$ cat src/pkg/csb_pkg.sv
// Package with constants, types and the register map of the compare, skip and branch unit.
package csb_pkg;

  // ---------------------------------------------------------------------------
  // Widths
  // ---------------------------------------------------------------------------
  localparam int unsigned PC_W   = 16;
  localparam int unsigned OFF_W  = 7;
  localparam int unsigned ADDR_W = 8;

  // ---------------------------------------------------------------------------
  // Status flag bit positions
  // ---------------------------------------------------------------------------
  localparam int unsigned FLAG_C = 0;
  localparam int unsigned FLAG_Z = 1;
  localparam int unsigned FLAG_N = 2;
  localparam int unsigned FLAG_V = 3;
  localparam int unsigned FLAG_H = 5;

  // ---------------------------------------------------------------------------
  // Program counter steps
  // ---------------------------------------------------------------------------
  localparam logic [PC_W-1:0] PC_STEP       = 16'h0001;
  localparam logic [PC_W-1:0] PC_SKIP_SHORT = 16'h0002;
  localparam logic [PC_W-1:0] PC_SKIP_LONG  = 16'h0003;

  // ---------------------------------------------------------------------------
  // Register map and reset values
  // ---------------------------------------------------------------------------
  localparam logic [ADDR_W-1:0] REG_CTRL   = 8'h00;
  localparam logic [ADDR_W-1:0] REG_FLAGS  = 8'h04;
  localparam logic [ADDR_W-1:0] REG_PC     = 8'h08;
  localparam logic [ADDR_W-1:0] REG_RESULT = 8'h0c;
  localparam logic [ADDR_W-1:0] REG_STAT   = 8'h10;
  localparam int unsigned       CTRL_EN    = 0;
  localparam int unsigned       STAT_TAKEN = 0;
  localparam int unsigned       STAT_CMP   = 1;
  localparam logic [7:0]        CTRL_RST   = 8'h00;
  localparam logic [7:0]        FLAGS_RST  = 8'h00;
  localparam logic [PC_W-1:0]   PC_RST     = 16'h0000;

  // ---------------------------------------------------------------------------
  // Operations
  // ---------------------------------------------------------------------------
  typedef enum logic [4:0] {
    compare_reg_op,
    compare_carry_op,
    compare_immediate_op,
    skip_reg_bit_clear_op,
    skip_reg_bit_set_op,
    skip_io_bit_clear_op,
    skip_io_bit_set_op,
    branch_flag_set_op,
    branch_flag_clear_op,
    branch_equal_op,
    branch_not_equal_op,
    branch_carry_set_op,
    branch_carry_clear_op,
    branch_same_higher_op,
    branch_lower_op,
    branch_negative_op,
    branch_positive_op
  } csb_op_e;

  typedef struct packed {
    logic             valid;
    csb_op_e          op;
    logic [7:0]       dst_val;
    logic [7:0]       source_register;
    logic [7:0]       imm_val;
    logic [7:0]       io_val;
    logic [2:0]       bit_sel;
    logic [OFF_W-1:0] offset;
    logic             next_long;
  } csb_issue_s;

  typedef struct packed {
    logic            done;
    logic            taken;
    logic [PC_W-1:0] pc;
  } csb_result_s;

endpackage

$ cat src/rtl/csb_unit.sv
// Compare, conditional skip and conditional branch execution unit with an APB register file.
//
// Our own choices: register access over APB and the address map.
`timescale 1ns/1ns
`default_nettype none

module csb_unit (
  input  wire logic                         pclk,
  input  wire logic                         presetn,
  input  wire logic                         clk_en,
  input  wire logic                         psel,
  input  wire logic                         penable,
  input  wire logic                         pwrite,
  input  wire logic [csb_pkg::ADDR_W-1:0]   paddr,
  input  wire logic [31:0]                  pwdata,
  output var  logic [31:0]                  prdata,
  output logic                              pready,
  output logic                              pslverr,
  input  wire csb_pkg::csb_issue_s          issue_i,
  output logic                              issue_ready,
  output var  csb_pkg::csb_result_s         result_o,
  output var  logic [7:0]                   flags_o
);

  // ---------------------------------------------------------------------------
  // State
  // ---------------------------------------------------------------------------
  logic [7:0]               ctrl_r;
  logic [7:0]               flags_r;
  logic [7:0]               flags_nxt;
  logic [csb_pkg::PC_W-1:0] pc_r;
  logic [csb_pkg::PC_W-1:0] pc_nxt;
  logic [7:0]               diff_r;
  logic [7:0]               diff_nxt;
  logic                     taken_r;
  logic                     taken_nxt;
  logic                     cmp_r;
  logic                     is_cmp;
  logic                     exec;
  logic [7:0]               sub_a;
  logic [7:0]               sub_b;
  logic                     sub_cin;
  logic                     bit_val;
  logic                     cond;
  logic                     is_skip;
  logic [csb_pkg::PC_W-1:0] off_ext;
  logic                     apb_wr;
  logic                     apb_setup;
  logic                     addr_ok;
  logic [31:0]              rd_mux;

  assign issue_ready = ctrl_r[csb_pkg::CTRL_EN];
  assign exec        = clk_en && issue_i.valid && issue_ready;
  assign flags_o     = flags_r;

  // ---------------------------------------------------------------------------
  // Compare datapath
  // ---------------------------------------------------------------------------
  always_comb begin
    sub_a   = issue_i.dst_val;
    sub_b   = issue_i.source_register;
    sub_cin = 1'b0;
    is_cmp  = 1'b0;
    unique case (issue_i.op)
      csb_pkg::compare_reg_op: begin
        is_cmp = 1'b1;
      end
      csb_pkg::compare_carry_op: begin
        is_cmp  = 1'b1;
        sub_cin = flags_r[csb_pkg::FLAG_C];
      end
      csb_pkg::compare_immediate_op: begin
        is_cmp = 1'b1;
        sub_b  = issue_i.imm_val;
      end
      default: begin
        is_cmp = 1'b0;
      end
    endcase
  end

  // The difference is only reported and feeds the flags; no register is written.
  always_comb begin
    diff_nxt  = sub_a - sub_b - {7'h00, sub_cin};
    flags_nxt = flags_r;
    flags_nxt[csb_pkg::FLAG_Z] = (diff_nxt == 8'h00);
    flags_nxt[csb_pkg::FLAG_N] = diff_nxt[7];
    flags_nxt[csb_pkg::FLAG_V] = (sub_a[7] & ~sub_b[7] & ~diff_nxt[7])
                               | (~sub_a[7] & sub_b[7] & diff_nxt[7]);
    flags_nxt[csb_pkg::FLAG_C] = (~sub_a[7] & sub_b[7]) | (sub_b[7] & diff_nxt[7])
                               | (diff_nxt[7] & ~sub_a[7]);
    flags_nxt[csb_pkg::FLAG_H] = (~sub_a[3] & sub_b[3]) | (sub_b[3] & diff_nxt[3])
                               | (diff_nxt[3] & ~sub_a[3]);
  end

  // ---------------------------------------------------------------------------
  // Skip and branch conditions
  // ---------------------------------------------------------------------------
  always_comb begin
    bit_val = 1'b0;
    cond    = 1'b0;
    is_skip = 1'b0;
    unique case (issue_i.op)
      csb_pkg::skip_reg_bit_clear_op: begin
        is_skip = 1'b1;
        cond    = ~issue_i.source_register[issue_i.bit_sel];
      end
      csb_pkg::skip_reg_bit_set_op: begin
        is_skip = 1'b1;
        cond    = issue_i.source_register[issue_i.bit_sel];
      end
      csb_pkg::skip_io_bit_clear_op: begin
        is_skip = 1'b1;
        cond    = ~issue_i.io_val[issue_i.bit_sel];
      end
      csb_pkg::skip_io_bit_set_op: begin
        is_skip = 1'b1;
        cond    = issue_i.io_val[issue_i.bit_sel];
      end
      csb_pkg::branch_flag_set_op: begin
        bit_val = flags_r[issue_i.bit_sel];
        cond    = bit_val;
      end
      csb_pkg::branch_flag_clear_op: begin
        bit_val = flags_r[issue_i.bit_sel];
        cond    = ~bit_val;
      end
      csb_pkg::branch_equal_op: begin
        cond = flags_r[csb_pkg::FLAG_Z];
      end
      csb_pkg::branch_not_equal_op: begin
        cond = ~flags_r[csb_pkg::FLAG_Z];
      end
      csb_pkg::branch_carry_set_op: begin
        cond = flags_r[csb_pkg::FLAG_C];
      end
      csb_pkg::branch_carry_clear_op: begin
        cond = ~flags_r[csb_pkg::FLAG_C];
      end
      csb_pkg::branch_same_higher_op: begin
        cond = ~flags_r[csb_pkg::FLAG_C];
      end
      csb_pkg::branch_lower_op: begin
        cond = flags_r[csb_pkg::FLAG_C];
      end
      csb_pkg::branch_negative_op: begin
        cond = flags_r[csb_pkg::FLAG_N];
      end
      csb_pkg::branch_positive_op: begin
        cond = ~flags_r[csb_pkg::FLAG_N];
      end
      default: begin
        cond = 1'b0;
      end
    endcase
  end

  // The offset counts words and may point backward.
  assign off_ext = {{(csb_pkg::PC_W-csb_pkg::OFF_W){issue_i.offset[csb_pkg::OFF_W-1]}},
                    issue_i.offset};

  always_comb begin
    taken_nxt = cond && !is_cmp;
    if (is_cmp || !cond) begin
      pc_nxt = pc_r + csb_pkg::PC_STEP;
    end else if (is_skip) begin
      pc_nxt = pc_r + (issue_i.next_long ? csb_pkg::PC_SKIP_LONG
                                         : csb_pkg::PC_SKIP_SHORT);
    end else begin
      pc_nxt = pc_r + off_ext + csb_pkg::PC_STEP;
    end
  end

  // ---------------------------------------------------------------------------
  // APB decode
  // ---------------------------------------------------------------------------
  assign apb_setup = psel && !penable;
  assign apb_wr    = clk_en && psel && penable && pwrite && addr_ok;
  assign pready    = clk_en;
  assign pslverr   = psel && penable && !addr_ok;

  always_comb begin
    addr_ok = 1'b1;
    rd_mux  = 32'h0000_0000;
    unique case (paddr)
      csb_pkg::REG_CTRL: begin
        rd_mux[7:0] = ctrl_r;
      end
      csb_pkg::REG_FLAGS: begin
        rd_mux[7:0] = flags_r;
      end
      csb_pkg::REG_PC: begin
        rd_mux[csb_pkg::PC_W-1:0] = pc_r;
      end
      csb_pkg::REG_RESULT: begin
        rd_mux[7:0] = diff_r;
      end
      csb_pkg::REG_STAT: begin
        rd_mux[csb_pkg::STAT_TAKEN] = taken_r;
        rd_mux[csb_pkg::STAT_CMP]   = cmp_r;
      end
      default: begin
        addr_ok = 1'b0;
      end
    endcase
  end

  // Read data is caught in the setup cycle so it is stable for the whole access.
  always_ff @(posedge pclk or negedge presetn) begin
    if (!presetn) begin
      prdata <= 32'h0000_0000;
    end else if (clk_en && apb_setup && !pwrite) begin
      prdata <= rd_mux;
    end
  end

  always_ff @(posedge pclk or negedge presetn) begin
    if (!presetn) begin
      ctrl_r <= csb_pkg::CTRL_RST;
    end else if (apb_wr && paddr == csb_pkg::REG_CTRL) begin
      ctrl_r <= pwdata[7:0];
    end
  end

  // ---------------------------------------------------------------------------
  // Flags, program counter and results
  // ---------------------------------------------------------------------------
  // An executing compare wins over a software write in the same cycle.
  always_ff @(posedge pclk or negedge presetn) begin
    if (!presetn) begin
      flags_r <= csb_pkg::FLAGS_RST;
    end else if (exec && is_cmp) begin
      flags_r <= flags_nxt;
    end else if (apb_wr && paddr == csb_pkg::REG_FLAGS) begin
      flags_r <= pwdata[7:0];
    end
  end

  always_ff @(posedge pclk or negedge presetn) begin
    if (!presetn) begin
      pc_r <= csb_pkg::PC_RST;
    end else if (exec) begin
      pc_r <= pc_nxt;
    end else if (apb_wr && paddr == csb_pkg::REG_PC) begin
      pc_r <= pwdata[csb_pkg::PC_W-1:0];
    end
  end

  always_ff @(posedge pclk or negedge presetn) begin
    if (!presetn) begin
      diff_r  <= 8'h00;
      taken_r <= 1'b0;
      cmp_r   <= 1'b0;
    end else if (exec) begin
      if (is_cmp) begin
        diff_r <= diff_nxt;
      end
      taken_r <= taken_nxt;
      cmp_r   <= is_cmp;
    end
  end

  always_ff @(posedge pclk or negedge presetn) begin
    if (!presetn) begin
      result_o <= '0;
    end else if (clk_en) begin
      result_o.done  <= exec;
      result_o.taken <= exec && taken_nxt;
      result_o.pc    <= exec ? pc_nxt : pc_r;
    end
  end

  // ---------------------------------------------------------------------------
  // Checks
  // ---------------------------------------------------------------------------
  chk_cmp_zero_flag: assert property (
    @(posedge pclk) disable iff (!presetn)
    exec && issue_i.op == csb_pkg::compare_reg_op
      |=> flags_r[csb_pkg::FLAG_Z] == (diff_r == 8'h00))
    else $error("Compare zero flag does not match the difference.");

  chk_cmpc_borrow: assert property (
    @(posedge pclk) disable iff (!presetn)
    exec && issue_i.op == csb_pkg::compare_carry_op && flags_r[csb_pkg::FLAG_C]
      && issue_i.dst_val == issue_i.source_register
      |=> diff_r == 8'hff && flags_r[csb_pkg::FLAG_C] && flags_r[csb_pkg::FLAG_N])
    else $error("Compare with carry ignores the carry in.");

  chk_cmpi_diff: assert property (
    @(posedge pclk) disable iff (!presetn)
    exec && issue_i.op == csb_pkg::compare_immediate_op
      |=> diff_r == $past(issue_i.dst_val) - $past(issue_i.imm_val))
    else $error("Immediate compare difference is wrong.");

  chk_skip_step: assert property (
    @(posedge pclk) disable iff (!presetn)
    exec && is_skip && cond
      |=> pc_r == $past(pc_r) + ($past(issue_i.next_long) ? 16'h0003 : 16'h0002))
    else $error("Skip does not advance the counter by two or three.");

  chk_skip_io_set: assert property (
    @(posedge pclk) disable iff (!presetn)
    exec && issue_i.op == csb_pkg::skip_io_bit_set_op && !issue_i.io_val[issue_i.bit_sel]
      |=> pc_r == $past(pc_r) + 16'h0001 && !taken_r)
    else $error("I/O bit set skip taken on a zero bit.");

  chk_branch_eq: assert property (
    @(posedge pclk) disable iff (!presetn)
    exec && issue_i.op == csb_pkg::branch_equal_op && flags_r[csb_pkg::FLAG_Z]
      |=> pc_r == $past(pc_r) + $past(off_ext) + 16'h0001 && result_o.taken)
    else $error("Branch on equal not taken with zero flag set.");

  chk_branch_lower: assert property (
    @(posedge pclk) disable iff (!presetn)
    exec && issue_i.op == csb_pkg::branch_lower_op && !flags_r[csb_pkg::FLAG_C]
      |=> !taken_r && pc_r == $past(pc_r) + 16'h0001)
    else $error("Branch on lower taken with carry clear.");

  chk_branch_back: assert property (
    @(posedge pclk) disable iff (!presetn)
    exec && !is_cmp && !is_skip && cond && issue_i.offset[csb_pkg::OFF_W-1]
      |=> $signed(pc_r - $past(pc_r)) <= 16'sh0000)
    else $error("Negative offset did not move the counter back.");

  chk_flags_kept: assert property (
    @(posedge pclk) disable iff (!presetn)
    exec && !is_cmp |=> $stable(flags_r))
    else $error("Skip or branch altered the status flags.");

endmodule

`default_nettype wire

$ cat config.mk
export PLATFORM = sky130hd
export DESIGN_NAME = csb_unit
export DESIGN_NICKNAME = d
export VERILOG_FILES = /design/src/pkg/csb_pkg.sv /design/src/rtl/csb_unit.sv
export SDC_FILE = /design/constraint.sdc
export NUM_CORES = 1
export LEC_CHECK = 0
export BUFFER_PORTS_ARGS = -buffer_cell sky130_fd_sc_hd__buf_2
export CORE_MARGIN = 4
export CORE_UTILIZATION = 30
export CTS_BUF_LIST = sky130_fd_sc_hd__clkbuf_4
export DETAILED_ROUTE_END_ITERATION = 6
export PLACE_DENSITY = 0.62
export REMOVE_ABC_BUFFERS = 1
export SYNTH_ARGS = -nofsm -noshare
export SYNTH_HDL_FRONTEND = slang
export SYNTH_SLANG_ARGS = --single-unit
$ cat constraint.sdc
create_clock -name pclk -period 2.9 [get_ports pclk]
set_input_delay 0.58 -clock pclk [delete_from_list [all_inputs] [get_ports pclk]]
set_output_delay 0.58 -clock pclk [all_outputs]
set_load 0.01 [all_outputs]
==> implementation parameters <==
Parameter                              Value

Run
  # Max-Cap Violations    0

Clocking
  Post-CTS clock slew at the launch and capture registers of the worst setup and hold paths    130 ps
  TritonCTS clock tree    done
  H-tree levels    3
  Cell at the root of the clock tree    clkbuf_4
  Max Root-Sink Buffers    2
  Clk_lat worst skew    430 ps
  Cts hold-fix bufs    0
  Inserted Clock Buffers    9
  Clk sinks    76

Synth
  Number of instances in the synthesized netlist    722
  Average cell area after synthesis    8.573 µm²
  Number of library cell types mapped by synthesis    66
  Post-Syn Area    6190 µm²
  Portion of the post-synthesis area used by sequential elements    30.73%
  Post-synthesis sequential element count    76
  Ys async rst share    100.0%
  Yosys warning count    0
  Count of flip-flops with a built-in enable after synthesis    0
  Most used flip-flop cell after synthesis    dfrtp_1

Power
  Standby leakage power    3.939 nW
  Total power of the final layout    2.602 mW
  Power density relative to cell area    325.3 nW/µm²
  Max rail drop VDD    0.0001753 V

Die
  Effective utilization at floorplan    30.59%
  Cell row count    52
  Die width    151.6 µm
  Floorplan die area    22,990 µm²
  I/O pins    156
  Core area    20,230 µm²
  Die height    151.6 µm

STA
  Highest Clock Rate    333.9 MHz
  Final setup violation count    5
  Tightest Pin Transition    622.9 ps
  Final worst slack    -95.09 ps
  Post-route fraction of the period consumed by the critical path    103.3%
  Minimum clock period after layout    2995 ps
  Setup repair after global routing missed its margin    yes
  Final count of pins violating max slew    0
  Final count of hold timing violations    0
  TNS Setup    -385.9 ps
  Clk_skew    18.71 ps
  Max transition margin    58.37%

Final layout
  Post-route non-filler standard cell count    1,188
  Nets    1,043
  Share of cells above drive strength 1    32.57%
  Commonest non-fill, non-tap cell in the layout    buf_2
  Highest-count cells in the layout ignoring fill and taps    120 x buf_2, 99 x nand2_1, 99 x buf_4, 76 x dfrtp_1, 52 x o21ai_0
  Utilization of the core after routing    39.53%
  Area overhead of the layout relative to synthesis    29.23%
  Inserted Diodes    0

Placed design
  Cell Count Post-Placement    1,168
  Port bufs    123
  Detailed placer's ending HPWL    15.11 mm
  Worst slack after detailed placement    -716.9 ps
  Placer congestion estimate    0.8932

Min path
  Worst hold-check path type    input port to async pin

Critical path
  Data required time of the critical path    3250 ps
  Critical Setup Path Class    input port to register
  Worst-case reg-to-reg path depth    13
  Critical path peak fanout    3
  Cell with the biggest individual delay on the critical path    fa_1
  Maximum cell stage delay along the critical path    500 ps
  Reg-to-Reg End    flags_o[1]$_DFFE_PN0P_
  CP Capture Type    register
  R2R Setup Slk    120 ps
  Data arrival time of the critical path    3350 ps
  Cells traversed along the worst timing path    buf_8 > nor3_4 > nand2_2 > mux2_4 > fa_1 > inv_1 > ha_2 > o21ai_1 > nand3b_1 > a21oi_2 > o21bai_1 > or4_1 > nand3_2 > buf_6 > a31oi_1 > a21oi_1
  Critical path startpoint category    input port
  Crit Reg-Reg Startpoint    flags_o[0]$_DFFE_PN0P_

Detailed routing
  DRC violation count after routing    0
  Routed WL    18.78 mm
  Detailed Route Iter0 Violations    286
  Routed length per instance    15.81 µm
  Vias    5,811
  1st-pass router iterations    4
  Avg Vias per Cell    4.891
  Number of nets still failing antenna checks after routing    0

GRT
  Largest net degree at the start of global routing    40
  Global route total overflow    0
  Initial antenna violation count    2
  Vias in the first global route    5,569
  Wire length of the first global-routing pass    29.09 mm
  Total global routing track utilization    16.10%

Outcome
  Run status    finished, violations left
  Failing checks    setup timing
## layout make-up
cell class / instances / area, µm²
Clock buffer: 10 / 75.07
Clock inverter: 6 / 88.84
Fill cell: 2068 / 12240
Inverter: 34 / 127.6
Multi-Input combinational cell: 565 / 3986
Sequential cell: 76 / 1902
Tap cell: 270 / 337.8
Timing Repair Buffer: 227 / 1481
## logic make-up after synthesis
group,share of synthesized area (%)
AO/OA/AOI/OAI,15.79
other,0.06058
multiplexers,14.25
adder cells (fa/ha/maj),7.439
AND/OR/NAND/NOR,18.84
flip-flops,30.73
buffers and inverters,7.095
XOR/XNOR,5.802
## synth_stat cells, types with 15 or more instances
cell	n	area share, %
clkbuf_1	33	2.0
and3_1	15	1.5
nor2_1	50	3.0
mux2_2	20	3.6
buf_4	18	2.2
a21oi_1	29	2.3
mux2i_1	33	5.3
ha_1	32	6.5
inv_1	34	2.1
nand2_1	100	6.1
nand3_1	27	2.2
o21ai_0	55	4.4
xor2_1	20	2.8
o21ai_1	15	1.2
xnor2_1	21	3.0
dfrtp_1	76	31
## where the power goes
part	leakage [nW]	switching [mW]	internal, mW
Combinational	2.81	0.371	0.368
Sequential	1.04	0.0200	1.08
Clock	0.0842	0.402	0.360
## metrics by stage
stage / hold slack, ps / instance area (µm²)
after floorplan: 284.4 / 5934
after global placement: 456.4 / 7704
after detailed placement: 465.7 / 7704
after CTS: 104.3 / 7941
after global routing: 116.6 / 7999
final: 110.7 / 7999
## how the worst max path moves through the flow
| stage | start | slack [ps] | end |
|---|---|---|---|
| global placement | issue_i[47] | -670 | flags_o[0]$_DFFE_PN0P_ |
| finish | issue_i[45] | -100 | flags_o[1]$_DFFE_PN0P_ |
| detailed placement | issue_i[47] | -720 | flags_o[1]$_DFFE_PN0P_ |
| floorplan | issue_i[47] | -710 | flags_o[0]$_DFFE_PN0P_ |
| CTS | issue_i[45] | -120 | flags_o[1]$_DFFE_PN0P_ |
| global route | issue_i[45] | -200 | flags_o[1]$_DFFE_PN0P_ |
## flip-flops by register name, summed over array words and instances (netlist names)
name,flops
diff_r,8
flags_o,8
result_o,18
prdata,16
cmp_r,1
taken_r,1
pc_r,16
ctrl_r,8
## critical path, delay by kind of cell
family	cells	cell delay [ps]
AOI/OAI and AO/OA	5	550
adders and majority gates	2	670
buffers and inverters	3	270
muxes	1	310
and+or+nand+nor	5	950
## what timing repair did
action	in CTS	in global routing
resized for setup	14	11
setup buffers	3	2
pin swaps	10	6
setup endpoints to repair	5	9
## metal layers
metal	wire (µm)	part of all wire [%]	GRT usage (%)	vias to the layer above
li1	-	-	-	2905
met1	8419	45	21.57	2701
met3	1320	7.0	3.569	22
met2	8752	47	26.76	179
met4	265	1.4	3.414	4
met5	20	0.11	0	-
Note: power is estimated with default switching activity, not from simulation.
